<file path="src/ghf_regs.vh">
`ifndef GHF_REGS_VH
`define GHF_REGS_VH

// =====================================================================
// Register offsets (word index on the plain register port)
`define GHF_REG_CTRL        4'h0
`define GHF_REG_STATUS      4'h1
`define GHF_REG_PFB_CODE    4'h2
`define GHF_REG_SFB_CODE    4'h3
`define GHF_REG_RES_CODE    4'h4
`define GHF_REG_HOME_OFS0   4'h5
`define GHF_REG_MARK_DIST0  4'h9
`define GHF_REG_DEBOUNCE    4'hD
`define GHF_REG_SFB_INFO    4'hE
`define GHF_REG_SLAVE_INFO  4'hF

// =====================================================================
// Control register bits
`define GHF_CTRL_START_BIT  0
`define GHF_CTRL_ABORT_BIT  1
`define GHF_CTRL_L2M_BIT    2

// =====================================================================
// Feedback channel codes
`define GHF_PFB_SLAVE_LO    6'h29
`define GHF_PFB_SLAVE_HI    6'h2C
`define GHF_PFB_FOLLOW_LO   6'h25
`define GHF_PFB_FOLLOW_HI   6'h28
`define GHF_SFB_OPEN        5'h00
`define GHF_SFB_ENC_HI      5'h08
`define GHF_SFB_RES_HI      5'h10
`define GHF_SFB_LASER_FINE  5'h14
`define GHF_SFB_LASER_HI    5'h18

// Secondary feedback source types
`define GHF_SRC_OPEN        2'h0
`define GHF_SRC_ENC         2'h1
`define GHF_SRC_RES         2'h2
`define GHF_SRC_LASER       2'h3

// =====================================================================
// Reset values and the resolver code limit
`define GHF_RES_CODE_RST    3'h3
`define GHF_RES_CODE_MAX    3'h5
`define GHF_DEBOUNCE_RST    24'h0186A0

// =====================================================================
// Timing
`define GHF_CLK_HZ          50000000
`define GHF_DWELL_MS        1000
`define GHF_DWELL_CYC       (`GHF_CLK_HZ / 1000 * `GHF_DWELL_MS)

`endif

</file>
<file path="src/ghf_gantry_home.v">
// Behaviour
// RULE1 - Primary code 41..44 links the axis as slave to master axis 1..4.
// RULE2 - Enabling a master enables its slave; master motion commands go to the slave.
// RULE3 - Each axis closes its own loop on its own encoder and parameters.
// RULE4 - Master and slave search markers separately so home offsets fix orthogonality.
// RULE5 - Homing starts by moving both axes linked toward home until a limit.
// RULE6 - Limit is debounced linked, then optional limit-to-marker move, still linked.
// RULE7 - Unlinked, an axis finding its marker clears position and keeps moving.
// RULE8 - Both markers found: decelerate, dwell one second, expose marker distances.
// RULE9 - After dwell each axis moves unlinked by home offset minus marker distance.
// RULE10 - After offset moves, zero both positions, relink and flag home done.
// RULE11 - An abort during the post-marker dwell ends the home cycle.
// RULE12 - Operator gives equal home parameters and never commands a slave directly.
// RULE13 - Self-naming slave code is invalid; slave feeds from its own encoder.
// RULE14 - Secondary code: 0 open, 1-8 encoder, 9-16 resolver, 17-24 laser.
// RULE15 - Secondary feedback defaults to encoder channel equal to axis number.
// RULE16 - Laser codes 17-20 are x512 resolution, 21-24 are x4 resolution.
// RULE17 - Primary resolver code 0..5 selects resolution; default code is 3.
// RULE18 - Secondary resolver code uses the same resolution encoding.
// RULE19 - External resolver hardware is set to the selected resolution.
// RULE20 - Codes 37..40 make a slave that follows master home search and offsets.
// RULE21 - Limit debounce time is configurable and must elapse before acceptance.
`default_nettype none
`include "ghf_regs.vh"

module ghf_gantry_home #(
  parameter NAX       = 4,
  parameter PW        = 32,
  parameter DWELL_CYC = `GHF_DWELL_CYC
) (
  // Clock and reset
  input  wire              clk,
  input  wire              reset,
  // Register port
  input  wire [3:0]        reg_addr,
  input  wire [31:0]       reg_wdata,
  input  wire              reg_wr,
  input  wire              reg_rd,
  output reg  [31:0]       reg_rdata_ff,
  // Host motion requests per axis
  input  wire [NAX-1:0]    axis_enable_req,
  input  wire [NAX-1:0]    move_cmd_req,
  input  wire              abort_key,
  // Axis plant signals
  input  wire [NAX-1:0]    limit_hit,
  input  wire [NAX-1:0]    marker_hit,
  input  wire [NAX-1:0]    move_done,
  input  wire [NAX*PW-1:0] axis_position,
  // Axis commands
  output wire [NAX-1:0]    axis_enable,
  output wire [NAX-1:0]    move_cmd,
  output reg  [NAX-1:0]    home_jog_ff,
  output reg  [NAX-1:0]    pos_clear_ff,
  output reg  [NAX-1:0]    offset_move_ff,
  output reg  [NAX*PW-1:0] offset_dist_ff,
  output reg               l2m_move_ff,
  output reg               linked_ff,
  output reg               home_done_ff,
  output reg  [NAX*2-1:0]  loop_enc_sel_ff,
  output reg  [NAX*5-1:0]  pri_res_bits_ff,
  output reg  [NAX*5-1:0]  sec_res_bits_ff
);

  // ===================================================================
  // States
  localparam [3:0] ST_IDLE  = 4'h0;
  localparam [3:0] ST_SEEK  = 4'h1;
  localparam [3:0] ST_DEB   = 4'h2;
  localparam [3:0] ST_L2M   = 4'h3;
  localparam [3:0] ST_MARK  = 4'h4;
  localparam [3:0] ST_DWELL = 4'h5;
  localparam [3:0] ST_OFS   = 4'h6;
  localparam [3:0] ST_ZERO  = 4'h7;

  // ===================================================================
  // Configuration registers
  reg [NAX*6-1:0]  pfb_ff;
  reg [NAX*5-1:0]  sfb_ff;
  reg [NAX*3-1:0]  pres_ff;
  reg [NAX*3-1:0]  sres_ff;
  reg [NAX*PW-1:0] ofs_ff;
  reg [23:0]       deb_lim_ff;
  reg              l2m_en_ff;

  reg [3:0]        st_ff;
  reg [NAX*PW-1:0] mdist_ff;
  reg [NAX-1:0]    mfound_ff;
  reg [NAX-1:0]    odone_ff;
  reg [31:0]       cnt_ff;
  reg              start_ff;

  wire [NAX-1:0]   sep;
  wire [NAX-1:0]   fol;
  wire [NAX*2-1:0] mst;
  wire [NAX*2-1:0] styp;
  wire [NAX-1:0]   lfine;
  wire [NAX*5-1:0] pbits;
  wire [NAX*5-1:0] sbits;
  wire [NAX-1:0]   is_slave = sep | fol;

  function [2:0] clip_res;
    input [2:0] v;
    begin
      clip_res = (v > `GHF_RES_CODE_MAX) ? `GHF_RES_CODE_RST : v;
    end
  endfunction

  genvar g;
  generate
    for (g = 0; g < NAX; g = g + 1)
    begin : g_ax
      ghf_axis_cfg #(.AXIS(g[1:0])) u_pri (
        .pfb_code     (pfb_ff[g*6 +: 6]),
        .sfb_code     (sfb_ff[g*5 +: 5]),
        .res_code     (pres_ff[g*3 +: 3]),
        .slave_sep    (sep[g]),
        .slave_follow (fol[g]),
        .master_idx   (mst[g*2 +: 2]),
        .sfb_type     (styp[g*2 +: 2]),
        .laser_fine   (lfine[g]),
        .res_bits     (pbits[g*5 +: 5])
      );
      ghf_axis_cfg #(.AXIS(g[1:0])) u_sec (
        .pfb_code     (6'h00),
        .sfb_code     (5'h00),
        .res_code     (sres_ff[g*3 +: 3]),
        .slave_sep    (),
        .slave_follow (),
        .master_idx   (),
        .sfb_type     (),
        .laser_fine   (),
        .res_bits     (sbits[g*5 +: 5])
      );
      // A slave follows its master's enable and motion commands.
      assign axis_enable[g] = is_slave[g] ? axis_enable_req[mst[g*2 +: 2]]
                                          : axis_enable_req[g];       // see RULE2
      // Direct motion to a slave is ignored; it only mirrors its master.
      assign move_cmd[g]    = is_slave[g] ? move_cmd_req[mst[g*2 +: 2]]
                                          : move_cmd_req[g];          // see RULE2 see RULE12
    end
  endgenerate

  // ===================================================================
  // Register writes
  integer i;
  always @(posedge clk)
  begin
    start_ff <= 1'b0;
    if (reset)
    begin
      for (i = 0; i < NAX; i = i + 1)
      begin
        pfb_ff[i*6 +: 6]  <= 6'h00;
        sfb_ff[i*5 +: 5]  <= i[4:0] + 5'h01;                        // see RULE15
        pres_ff[i*3 +: 3] <= `GHF_RES_CODE_RST;                     // see RULE17
        sres_ff[i*3 +: 3] <= `GHF_RES_CODE_RST;                     // see RULE18
      end
      ofs_ff     <= {NAX*PW{1'b0}};
      deb_lim_ff <= `GHF_DEBOUNCE_RST;
      l2m_en_ff  <= 1'b0;
    end
    else if (reg_wr)
    begin
      case (reg_addr)
        `GHF_REG_CTRL:
        begin
          start_ff  <= reg_wdata[`GHF_CTRL_START_BIT];
          l2m_en_ff <= reg_wdata[`GHF_CTRL_L2M_BIT];
        end
        `GHF_REG_PFB_CODE: pfb_ff <= reg_wdata[NAX*6-1:0];
        `GHF_REG_SFB_CODE: sfb_ff <= reg_wdata[NAX*5-1:0];
        `GHF_REG_RES_CODE:
        begin
          for (i = 0; i < NAX; i = i + 1)
          begin
            pres_ff[i*3 +: 3] <= clip_res(reg_wdata[i*3 +: 3]);
            sres_ff[i*3 +: 3] <= clip_res(reg_wdata[16 + i*3 +: 3]);
          end
        end
        `GHF_REG_DEBOUNCE: deb_lim_ff <= reg_wdata[23:0];          // see RULE21
        default:
        begin
          if (reg_addr >= `GHF_REG_HOME_OFS0 && reg_addr < `GHF_REG_MARK_DIST0)
            ofs_ff[(reg_addr - `GHF_REG_HOME_OFS0) * PW +: PW] <= reg_wdata[PW-1:0];
        end
      endcase
    end
  end

  wire sw_abort = reg_wr && (reg_addr == `GHF_REG_CTRL) && reg_wdata[`GHF_CTRL_ABORT_BIT];

  // ===================================================================
  // Feedback routing: each axis loops on its own encoder channel.
  always @(posedge clk)
  begin
    for (i = 0; i < NAX; i = i + 1)
    begin
      loop_enc_sel_ff[i*2 +: 2] <= i[1:0];                          // see RULE3 see RULE13
      pri_res_bits_ff[i*5 +: 5] <= pbits[i*5 +: 5];                 // see RULE19
      sec_res_bits_ff[i*5 +: 5] <= sbits[i*5 +: 5];
    end
  end

  // ===================================================================
  // Home sequencer for all linked pairs at once.
  wire any_limit  = |limit_hit;
  wire all_marked = &mfound_ff;
  wire all_done   = &odone_ff;

  always @(posedge clk)
  begin
    pos_clear_ff   <= {NAX{1'b0}};
    offset_move_ff <= {NAX{1'b0}};
    l2m_move_ff    <= 1'b0;
    if (reset)
    begin
      st_ff          <= ST_IDLE;
      cnt_ff         <= 32'h00000000;
      mfound_ff      <= {NAX{1'b0}};
      odone_ff       <= {NAX{1'b0}};
      mdist_ff       <= {NAX*PW{1'b0}};
      offset_dist_ff <= {NAX*PW{1'b0}};
      home_jog_ff    <= {NAX{1'b0}};
      linked_ff      <= 1'b1;
      home_done_ff   <= 1'b0;
    end
    else
    begin
      case (st_ff)
        ST_IDLE:
        begin
          if (start_ff)
          begin
            home_done_ff <= 1'b0;
            linked_ff    <= 1'b1;
            home_jog_ff  <= {NAX{1'b1}};                            // see RULE5
            st_ff        <= ST_SEEK;
          end
        end
        ST_SEEK:
        begin
          if (any_limit)
          begin
            home_jog_ff <= {NAX{1'b0}};
            cnt_ff      <= 32'h00000000;
            st_ff       <= ST_DEB;
          end
        end
        ST_DEB:
        begin
          // A bouncing limit restarts the debounce interval.
          if (!any_limit)
            cnt_ff <= 32'h00000000;
          else if (cnt_ff >= {8'h00, deb_lim_ff})                   // see RULE6 see RULE21
          begin
            cnt_ff <= 32'h00000000;
            if (l2m_en_ff)
            begin
              l2m_move_ff <= 1'b1;
              st_ff       <= ST_L2M;
            end
            else
            begin
              linked_ff   <= 1'b0;
              home_jog_ff <= {NAX{1'b1}};
              mfound_ff   <= {NAX{1'b0}};
              st_ff       <= ST_MARK;
            end
          end
          else
            cnt_ff <= cnt_ff + 32'h00000001;
        end
        ST_L2M:
        begin
          if (&move_done)                                           // see RULE6
          begin
            linked_ff   <= 1'b0;
            home_jog_ff <= {NAX{1'b1}};
            mfound_ff   <= {NAX{1'b0}};
            st_ff       <= ST_MARK;
          end
        end
        ST_MARK:
        begin
          // Follow-type slaves take their master's marker instead of their own.
          for (i = 0; i < NAX; i = i + 1)
            if (!mfound_ff[i] && (fol[i] ? marker_hit[mst[i*2 +: 2]] : marker_hit[i]))
            begin
              mfound_ff[i]    <= 1'b1;
              pos_clear_ff[i] <= 1'b1;                              // see RULE4 see RULE7 see RULE20
            end
          if (all_marked)
          begin
            home_jog_ff <= {NAX{1'b0}};                             // see RULE8
            cnt_ff      <= 32'h00000000;
            st_ff       <= ST_DWELL;
          end
        end
        ST_DWELL:
        begin
          if (abort_key || sw_abort)                                // see RULE11
          begin
            mdist_ff  <= axis_position;
            linked_ff <= 1'b1;
            st_ff     <= ST_IDLE;
          end
          else if (cnt_ff >= DWELL_CYC - 1)
          begin
            mdist_ff <= axis_position;                              // see RULE8
            for (i = 0; i < NAX; i = i + 1)
              offset_dist_ff[i*PW +: PW] <=
                ofs_ff[(fol[i] ? mst[i*2 +: 2] : i[1:0])*PW +: PW]
                - axis_position[i*PW +: PW];                        // see RULE9 see RULE20
            offset_move_ff <= {NAX{1'b1}};
            odone_ff       <= {NAX{1'b0}};
            st_ff          <= ST_OFS;
          end
          else
            cnt_ff <= cnt_ff + 32'h00000001;
        end
        ST_OFS:
        begin
          odone_ff <= odone_ff | (move_done & ~offset_move_ff);
          if (all_done)
            st_ff <= ST_ZERO;
        end
        ST_ZERO:
        begin
          pos_clear_ff <= {NAX{1'b1}};                              // see RULE10
          linked_ff    <= 1'b1;
          home_done_ff <= 1'b1;
          st_ff        <= ST_IDLE;
        end
        default: st_ff <= ST_IDLE;
      endcase
    end
  end

  // ===================================================================
  // Register reads; unmapped addresses read as zero.
  always @(posedge clk)
  begin
    if (reset)
      reg_rdata_ff <= 32'h00000000;
    else if (reg_rd)
    begin
      case (reg_addr)
        `GHF_REG_CTRL:      reg_rdata_ff <= {29'h0, l2m_en_ff, 2'h0};
        `GHF_REG_STATUS:    reg_rdata_ff <= {16'h0, odone_ff, mfound_ff,
                                             2'h0, linked_ff, home_done_ff, st_ff};
        `GHF_REG_PFB_CODE:  reg_rdata_ff <= {8'h0, pfb_ff};
        `GHF_REG_SFB_CODE:  reg_rdata_ff <= {12'h0, sfb_ff};
        `GHF_REG_RES_CODE:  reg_rdata_ff <= {4'h0, sres_ff, 4'h0, pres_ff};
        `GHF_REG_DEBOUNCE:  reg_rdata_ff <= {8'h0, deb_lim_ff};
        `GHF_REG_SFB_INFO:  reg_rdata_ff <= {20'h0, lfine, styp};
        `GHF_REG_SLAVE_INFO: reg_rdata_ff <= {16'h0, mst, fol, sep};
        default:
        begin
          if (reg_addr >= `GHF_REG_HOME_OFS0 && reg_addr < `GHF_REG_MARK_DIST0)
            reg_rdata_ff <= ofs_ff[(reg_addr - `GHF_REG_HOME_OFS0) * PW +: PW];
          else if (reg_addr >= `GHF_REG_MARK_DIST0 && reg_addr < `GHF_REG_DEBOUNCE)
            reg_rdata_ff <= mdist_ff[(reg_addr - `GHF_REG_MARK_DIST0) * PW +: PW];
          else
            reg_rdata_ff <= 32'h00000000;
        end
      endcase
    end
  end

endmodule // ghf_gantry_home

`default_nettype wire

</file>
<file path="src/ghf_axis_cfg.v">
`default_nettype none

// =====================================================================
// Per-axis decode of a feedback code and a resolver code.
module ghf_axis_cfg #(
  parameter [1:0] AXIS = 2'h0
) (
  // Codes
  input  wire [5:0] pfb_code,
  input  wire [4:0] sfb_code,
  input  wire [2:0] res_code,
  // Decoded
  output wire       slave_sep,
  output wire       slave_follow,
  output wire [1:0] master_idx,
  output wire [1:0] sfb_type,
  output wire       laser_fine,
  output wire [4:0] res_bits
);

`include "ghf_regs.vh"

  wire in_sep = (pfb_code >= `GHF_PFB_SLAVE_LO) && (pfb_code <= `GHF_PFB_SLAVE_HI);
  wire in_fol = (pfb_code >= `GHF_PFB_FOLLOW_LO) && (pfb_code <= `GHF_PFB_FOLLOW_HI);
  wire [5:0] ofs = in_sep ? (pfb_code - `GHF_PFB_SLAVE_LO) : (pfb_code - `GHF_PFB_FOLLOW_LO);

  assign master_idx   = ofs[1:0];
  // A code naming the axis itself is refused and leaves the axis unlinked.
  assign slave_sep    = in_sep && (ofs[1:0] != AXIS);     // see RULE1 see RULE13
  assign slave_follow = in_fol && (ofs[1:0] != AXIS);     // see RULE20

  assign sfb_type = (sfb_code == `GHF_SFB_OPEN)    ? `GHF_SRC_OPEN :
                    (sfb_code <= `GHF_SFB_ENC_HI)  ? `GHF_SRC_ENC  :
                    (sfb_code <= `GHF_SFB_RES_HI)  ? `GHF_SRC_RES  :
                    `GHF_SRC_LASER;                       // see RULE14
  assign laser_fine = (sfb_code > `GHF_SFB_RES_HI) &&
                      (sfb_code <= `GHF_SFB_LASER_FINE);  // see RULE16

  // Resolution in bits; 0 means not applicable, 16 for dynamic 16/14.
  assign res_bits = (res_code == 3'h1) ? 5'h0A :
                    (res_code == 3'h2) ? 5'h0C :
                    (res_code == 3'h3) ? 5'h0E :
                    (res_code == 3'h4) ? 5'h10 :
                    (res_code == 3'h5) ? 5'h10 : 5'h00;   // see RULE17 see RULE18

endmodule // ghf_axis_cfg

`default_nettype wire

</file>
<file path="config.mk">
export PLATFORM = sky130hd
export DESIGN_NAME = ghf_gantry_home
export DESIGN_NICKNAME = d
export VERILOG_FILES = /design/src/ghf_gantry_home.v /design/src/ghf_axis_cfg.v
export VERILOG_INCLUDE_DIRS = /design/src /design/src/src
export SDC_FILE = /design/constraint.sdc
export NUM_CORES = 2
export LEC_CHECK = 0
export BUFFER_PORTS_ARGS = -buffer_cell sky130_fd_sc_hd__buf_2
export CORE_ASPECT_RATIO = 0.8
export CORE_MARGIN = 1
export CORE_UTILIZATION = 35
export CTS_BUF_LIST = sky130_fd_sc_hd__clkbuf_8 sky130_fd_sc_hd__clkbuf_16
export CTS_CLUSTER_DIAMETER = 30
export DETAILED_ROUTE_END_ITERATION = 8
export PLACE_DENSITY_LB_ADDON = 0.1
export SLEW_MARGIN = 0
export SYNTH_ARGS = -nofsm -noshare
export SYNTH_HDL_FRONTEND = slang
export SYNTH_SLANG_ARGS = --single-unit
</file>
<file path="constraint.sdc">
create_clock -name clk -period 16.5 [get_ports clk]
set_clock_uncertainty 0.1 [all_clocks]
set_input_delay 0.825 -clock clk [delete_from_list [all_inputs] [get_ports clk]]
set_output_delay 0.825 -clock clk [all_outputs]
set_load 0.005 [all_outputs]
</file>
# Yosys cells after proc, flatten, opt, wreduce, memory -nomap -nowiden
# Index checks and enable logic that the tools add are counted.
[op_classes]
n_addsub = 16
n_mul = 0
div_mod_pow = 0
n_lt_le_gt_ge = 50
eq_ne = 74
shift = 8
mux = 156
bitwise_logic = 12
reduce_logical = 89
[ops]
columns = ["operator", "count"]
rows = [
  ["128-bit by 8-bit indexed part select with 32-bit output", 4],
  ["128-bit two-way mux", 2],
  ["32-bit two-way mux", 8],
  ["32-bit case mux with 8 select lines", 1],
  ["128-bit by 33-bit indexed part select with 32-bit output", 2],
  ["128-bit bitwise mux", 1],
  ["32-bit case mux with 4 select lines", 1],
  ["32-bit by 34-bit variable shift with 128-bit output (first input constant)", 1],
  ["32-bit by 34-bit indexed part select with 128-bit output", 1],
  ["32-bit subtractor", 4],
  ["4-bit two-way mux", 23],
  ["5-bit two-way mux", 16],
  ["3-bit two-way mux", 25],
  ["3-bit by 2-bit equality test with 1-bit output (second input constant)", 16],
  ["3-bit equality test (second input constant)", 16],
  ["6-bit greater-or-equal comparator (second input constant)", 8],
  ["6-bit less-or-equal comparator (second input constant)", 8],
  ["1-bit two-way mux", 44],
  ["5-bit less-or-equal comparator (second input constant)", 8],
  ["4-bit OR reduction", 10],
  ["2-bit inequality test (second input constant)", 18],
  ["32-bit negation with 34-bit output", 1],
  ["32-bit by 1-bit adder with 32-bit output (second input constant)", 1],
  ["32-bit by 24-bit greater-or-equal comparator with 1-bit output", 1],
  ["other kinds (48)", 185],
]
[totals]
reg_bits = 609
latch_bits = 0
ramBits = 0
rom_bits = 0
in_bits = 189
out_inout_bits = 231
elab_cells = 453
n_memories = 0

# Longest topological paths before layout
[logic_depth]
ltp_word = 9
mapped_depth = 25
mapped_depth_nobuf = 23

# Modules after synthesis
# A second synthesis with hierarchy kept.
[hier_totals]
hier_cells = 4852
hier_area_um2 = 37200.7
[modules_own_cells]
columns = ["module", "instances", "cells_each", "area_per_inst_um2", "seq_area_each_um2"]
rows = [
  ["ghf_gantry_home", 1, 4640, 35606.6, 12051.6],
  ["ghf_axis_cfg at g_ax[0].u_pri ...", 6, 28, 207.7, 0.0],
  ["ghf_axis_cfg at g_ax[3].u_pri ...", 2, 22, 173.9, 0.0],
]

# Least setup slack after synthesis
# Ideal clock, no wire load.
[synth_timing]
kind = "register to register"
startpoint = "register pfb_ff[6]"
endpoint = "register offset_dist_ff[60]"
setup_time_ps = 117
arrival_time_ps = 5026
required_time_ps = 16283
slack_ps = 11258
stages_incl_launch_ff = 23
n_path_buf = 2
synth_period_minus_slack_ps = 5242
path_cell_list = "dfxtp_1 -> clkbuf_1 -> inv_1 -> ha_1 -> nor2b_1 -> nor2_1 -> nand2_1 -> o21ai_0 -> nand2_1 -> nor2_1 -> buf_1 -> mux4_2 -> fa_1 -> a211oi_1 -> o21ai_1 -> o221a_2 -> o21ai_1 -> o41ai_2 -> a31o_2 -> a211o_1 -> o21ai_1 -> xnor2_1 -> a22o_1"
[synth_between]
elab_chain_cells = 8
elab_cells_between_ends = 14
classes_between = "add/sub (3); order compare (4); eq/ne (1); shift (1); mux (2); reduce/logical (3)"
[synth_lines]
columns = ["element", "line", "rtl"]
rows = [
  ["from (decl)", "ghf_gantry_home.v:77", "reg [NAX*6-1:0] pfb_ff;"],
  ["from (signal assigned)", "ghf_gantry_home.v:170", "`GHF_REG_PFB_CODE: pfb_ff <= reg_wdata[NAX*6-1:0];"],
  ["6-bit greater-or-equal comparator (no source line) / 6-bit less-or-equal comparator (equally long branches)", "-", ""],
  ["1-bit logical AND", "ghf_axis_cfg.v:23", "wire in_sep = (pfb_code >= `GHF_PFB_SLAVE_LO) && (pfb_code <= `GHF_PFB_SLAVE_HI);"],
  ["2-bit two-way mux", "ghf_axis_cfg.v:25", "wire [5:0] ofs = in_sep ? (pfb_code - `GHF_PFB_SLAVE_LO) : (pfb_code - `GHF_PFB_FOLLOW_LO);"],
  ["2-bit by 1-bit inequality test with 1-bit output", "ghf_axis_cfg.v:30", "assign slave_follow = in_fol && (ofs[1:0] != AXIS);"],
  ["1-bit logical AND", "ghf_axis_cfg.v:30", ""],
  ["2-bit two-way mux (*)", "ghf_gantry_home.v:312", "ofs_ff[(fol[i] ? mst[i*2 +: 2] : i[1:0])*PW +: PW]"],
  ["128-bit by 8-bit indexed part select with 32-bit output (*)", "ghf_gantry_home.v:312", ""],
  ["32-bit subtractor (*)", "ghf_gantry_home.v:313", "- axis_position[i*PW +: PW];"],
  ["to (signal assigned)", "ghf_gantry_home.v:222", "offset_dist_ff <= {NAX*PW{1'b0}};"],
  ["to (signal, indexed assignment)", "ghf_gantry_home.v:311", "offset_dist_ff[i*PW +: PW] <="],
  ["to (decl)", "ghf_gantry_home.v:55", "output reg [NAX*PW-1:0] offset_dist_ff,"],
]
# Mark *: on every way between the ends. The rest lies on a longest branch, timed or not.
# A chain may end at the register's enable or synchronous reset.

# Final worst setup path
[layout_timing]
startpoint = "register pfb_ff[12]"
endpoint = "register offset_dist_ff[94]"
[layout_between]
elab_chain_cells = 8
elab_cells_between_ends = 14
classes_between = "add/sub (3); order compare (4); eq/ne (1); shift (1); mux (2); reduce/logical (3)"
[layout_lines]
columns = ["element", "line"]
rows = [
  ["6-bit greater-or-equal comparator (no source line) / 6-bit less-or-equal comparator (equally long branches)", "-"],
  ["1-bit logical AND", "ghf_axis_cfg.v:23"],
  ["2-bit two-way mux", "ghf_axis_cfg.v:25"],
  ["2-bit inequality test", "ghf_axis_cfg.v:30"],
  ["1-bit logical AND", "ghf_axis_cfg.v:30"],
  ["2-bit two-way mux (*)", "ghf_gantry_home.v:312"],
  ["128-bit by 8-bit indexed part select with 32-bit output (*)", "ghf_gantry_home.v:312"],
  ["32-bit subtractor (*)", "ghf_gantry_home.v:313"],
]
# Marks and branches as above.

==> flow_metrics.py <==
metrics = {
    "clock_tree": {
        "cts_max_path_buffers": 3,
        "numCtsBuffers": 144,
        "cts_root_buf": "clkbuf_16",
        "cts_resized": 0,
        "cts_tree": "built",
        "htreeDepth": 4,
        "cts_setup_buffers": 0,
        "ctsHoldBuffers": 0,
        "insertion_delay_ns": 0.75,
        "path_clk_slew_ns": 0.05,
        "cts_sinks": 594,
    },
    "power_and_ir_drop": {
        "power.leakage_uw": 0.0174,
        "p_per_area_mw_per_mm2": 110,
        "peakVddDrop_mv": 0.0961,
        "pwr-share-comb_pct": 7.1,
        "switching_share_pct": 25.0,
        "clockPowerShare_pct": 62.1,
        "p_switching_uw": 1190,
        "internal_power_uw": 3570,
        "seqPwrFrac_pct": 30.8,
    },
    "die": {
        "start_util_pct": 35.6,
        "core_mm2": 0.0995,
        "rows": 103,
        "die_h_um": 286,
        "die-area_mm2": 0.102,
        "die_w_um": 358,
        "pin_count": 420,
    },
    "run": {
        "drv_cap": 0,
    },
    "logic_synthesis": {
        "ys_types": 98,
        "synth.most_common_cell": "nand2_1",
        "yosysSeqAreaShare_pct": 33.6,
        "synth_edf_count": 0,
        "synth_ff_type": "dfxtp_1",
        "synth-seq-cells": 594,
        "synthesis.area_mm2": 0.0354,
        "syn_inst": 4286,
        "synth_simple_gate_area_share_pct": 19.6,
        "synthTopCellsByCount": "nand2_1, dfxtp_1, a21oi_1",
        "synth_compound_area_share_pct": 18.1,
        "synth_xor_area_share_pct": 3.19,
        "synth_warnings": 0,
        "synth_top_family_by_area": "simple AND/OR/NAND/NOR gates",
        "async_flop_share_pct": 0,
        "yosys-top-cells-area": "dfxtp_1, mux4_2, nand2_1",
        "yosysTopAreaCell": "dfxtp_1",
        "syn_avg_cell_area_um2": 8.26,
        "synth_mux_area_share_pct": 12.9,
        "synth_fa_ha_area_share_pct": 6.41,
        "synth_top_area_share_pct": 33.6,
    },
    "worst_setup_path": {
        "rr_endpoint": "offset_dist_ff[94]$_SDFFE_PP0P_",
        "cp-end-kind": "flip-flop",
        "slowest_delay_ns": 0.64,
        "crit_arrival_ns": 6.81,
        "crit_required_ns": 17.06,
        "path_common_cell": "a21oi_1",
        "worstRegToRegCells": 23,
        "startpoint": "pfb_ff[12]$_SDFFE_PP0P_",
        "r2r_slack_ns": 10.24,
        "crit_type": "reg2reg",
        "critPathSlowestCell": "a2111oi_2",
        "crit_fanout": 32,
        "worstReg2RegStart": "pfb_ff[12]$_SDFFE_PP0P_",
        "path_cells": "inv_1 > ha_1 > nor2b_1 > nor2_1 > a21oi_1 > nor3_1 > nand2_2 > buf_4 > mux4_2 > inv_1 > ha_1 > inv_1 > fa_1 > a21oi_1 > o21ai_0 > a2111oi_2 > o31ai_1 > a221oi_1 > o21ai_0 > a21oi_1 > xnor2_1 > nand2_1 > a21oi_1",
        "start_kind": "flip-flop",
    },
    "global_route": {
        "track_usage_pct": 27.3,
        "antenna_found_initial": 5,
        "grt_pass1_vias": 31285,
        "gr-total-overflow": 0,
        "grt_max_degree": 91,
        "grt_pass1_wl_um": 208000,
    },
    "sta": {
        "maxSlewViolCount": 0,
        "fmax_mhz": 160,
        "hold_viol": 0,
        "tightest_slew_ns": 1.23,
        "rsz0062_at_grt": "false",
        "whs_ns": 0.212,
        "final.setup.tns_ns": 0,
        "max_slew_margin_pct": 18.1,
        "period_needed_ns": 6.26,
        "setup_viol": 0,
        "period_share_pct": 37.9,
    },
    "final_layout": {
        "drive_above_1_share_pct": 19.9,
        "fillers": 10048,
        "final_cell_area_mm2": 0.0432,
        "nets": 4937,
        "syn2layout_area_growth_pct": 22.0,
    },
    "place": {
        "dp_hpwl_um": 103000,
        "io_buffers": 403,
        "placed_area_mm2": 0.0381,
        "gp_congestion": 0.934,
    },
    "routing": {
        "initialDrtViolationCount": 3222,
        "via_count": 33380,
        "first_pass_iters": 6,
        "antenna_left": 0,
        "wl_per_cell_um": 23.9,
        "wl_um": 143000,
        "avgViaCountPerCell": 5.57,
        "post-route-drc-count": 0,
    },
    "outcome": {
        "status": "completed",
    },
    "hold_path": {
        "whs_path_depth": 2,
        "holdPathEnd": "odone_ff[1]$_SDFFE_PP0P_",
        "hp-class": "in2reg",
        "worstHoldStart": "move_done[1]",
    },
}
-- layer usage --
layer  routed length, um  track usage (%)
met4                5300             11.0
met3                9330             5.11
met5                  24                0
met2               68100             44.5
met1               60400             35.3
-- state kept, by name, indices dropped and copies added (netlist names), 3 cells and up --
| name | count |
|---|---|
| sres_ff | 12 |
| mfound_ff | 4 |
| deb_lim_ff | 24 |
| pres_ff | 12 |
| pos_clear_ff | 4 |
| odone_ff | 4 |
| sfb_ff | 20 |
| offset_dist_ff | 128 |
| sec_res_bits_ff | 16 |
| ofs_ff | 128 |
| pfb_ff | 24 |
| pri_res_bits_ff | 16 |
| cnt_ff | 32 |
| reg_rdata_ff | 32 |
| mdist_ff | 128 |
| st_ff | 3 |
-- metrics by stage --
step                instances  util [%]  worst slack [ns]  total power [uW]
detailed placement       5735      38.3             10.33              1830
floorplan                4300         -             11.26              1690
global placement         5735      38.3             10.39              1830
global route             5996      43.4              9.76              4900
CTS                      5995      43.4             10.33              4790
finish                   5997      43.4             10.24              4750
-- power groups by stage --
stage / Combinational [uW] / Sequential (uW) / Clock, uW
floorplan: 203 / 1480 / 0
global placement: 335 / 1490 / 0
detailed placement: 333 / 1490 / 0
CTS: 334 / 1470 / 2990
global route: 359 / 1470 / 3070
finish: 335 / 1470 / 2950
-- worst max-delay path by stage --
stage / to / slack, ns / cells past startpoint
final: offset_dist_ff[94]$_SDFFE_PP0P_ / 10.24 / 23
after global routing: offset_dist_ff[94]$_SDFFE_PP0P_ / 9.76 / 23
after CTS: offset_dist_ff[60]$_SDFFE_PP0P_ / 10.33 / 24
after detailed placement: offset_dist_ff[60]$_SDFFE_PP0P_ / 10.33 / 24
after global placement: offset_dist_ff[60]$_SDFFE_PP0P_ / 10.39 / 24
after floorplan: offset_dist_ff[60]$_SDFFE_PP0P_ / 11.26 / 22
-- layout make-up --
class / instances / area [um2] / area share, %
Timing Repair Buffer: 448 / 2370 / 5.48
Multi-Input combinational cell: 3188 / 21500 / 49.8
Sequential cell: 594 / 11900 / 27.5
Clock buffer: 162 / 3900 / 9.02
Inverter: 193 / 724 / 1.68
Clock inverter: 98 / 1160 / 2.69
Antenna cell: 2 / 5.00 / 0.0116
Tap cell: 1312 / 1640 / 3.80
-- cells by family (layout without fill, tap and decap cells) --
group / count (synthesis) / count (layout)
AO/OA/AOI/OAI: 1041 / 1041
multiplexers: 246 / 246
XOR/XNOR: 129 / 129
buffers and inverters: 518 / 901
other: 2 / 18
AND/OR/NAND/NOR: 1577 / 1577
flip-flops: 594 / 594
adder cells (fa/ha/maj): 179 / 179
-- placed cells by master (no fill, tap or decap), types with 16 or more instances in the layout --
cell type,n
nand2_1,854
dfxtp_1,594
a21oi_1,521
buf_2,401
nor2_1,254
inv_1,206
ha_1,174
mux4_2,168
nand3_1,157
clkbuf_16,148
o21ai_0,90
xnor2_1,77
a31oi_1,69
mux2i_1,68
a211oi_1,60
a21o_1,56
xor2_1,51
nor3_1,50
buf_4,46
nor2b_1,44
and2_1,38
a22oi_1,34
a221oi_1,34
nand4_1,33
and3_1,28
clkinv_2,26
o211ai_1,23
o21a_1,23
bufinv_16,21
a22o_1,18
nand2b_1,17
conb_1,16
-- critical path: cells and delay by family, from the launching register on --
kind,cells,cell delay [ns]
AOI/OAI and AO/OA,9,2.46
and+or+nand+nor,5,0.93
adders and majority gates,3,0.79
buffers and inverters,4,0.64
DFF,1,0.54
muxes,1,0.52
xor gates and xnor gates,1,0.13
Power figures use the tool's default switching activity.
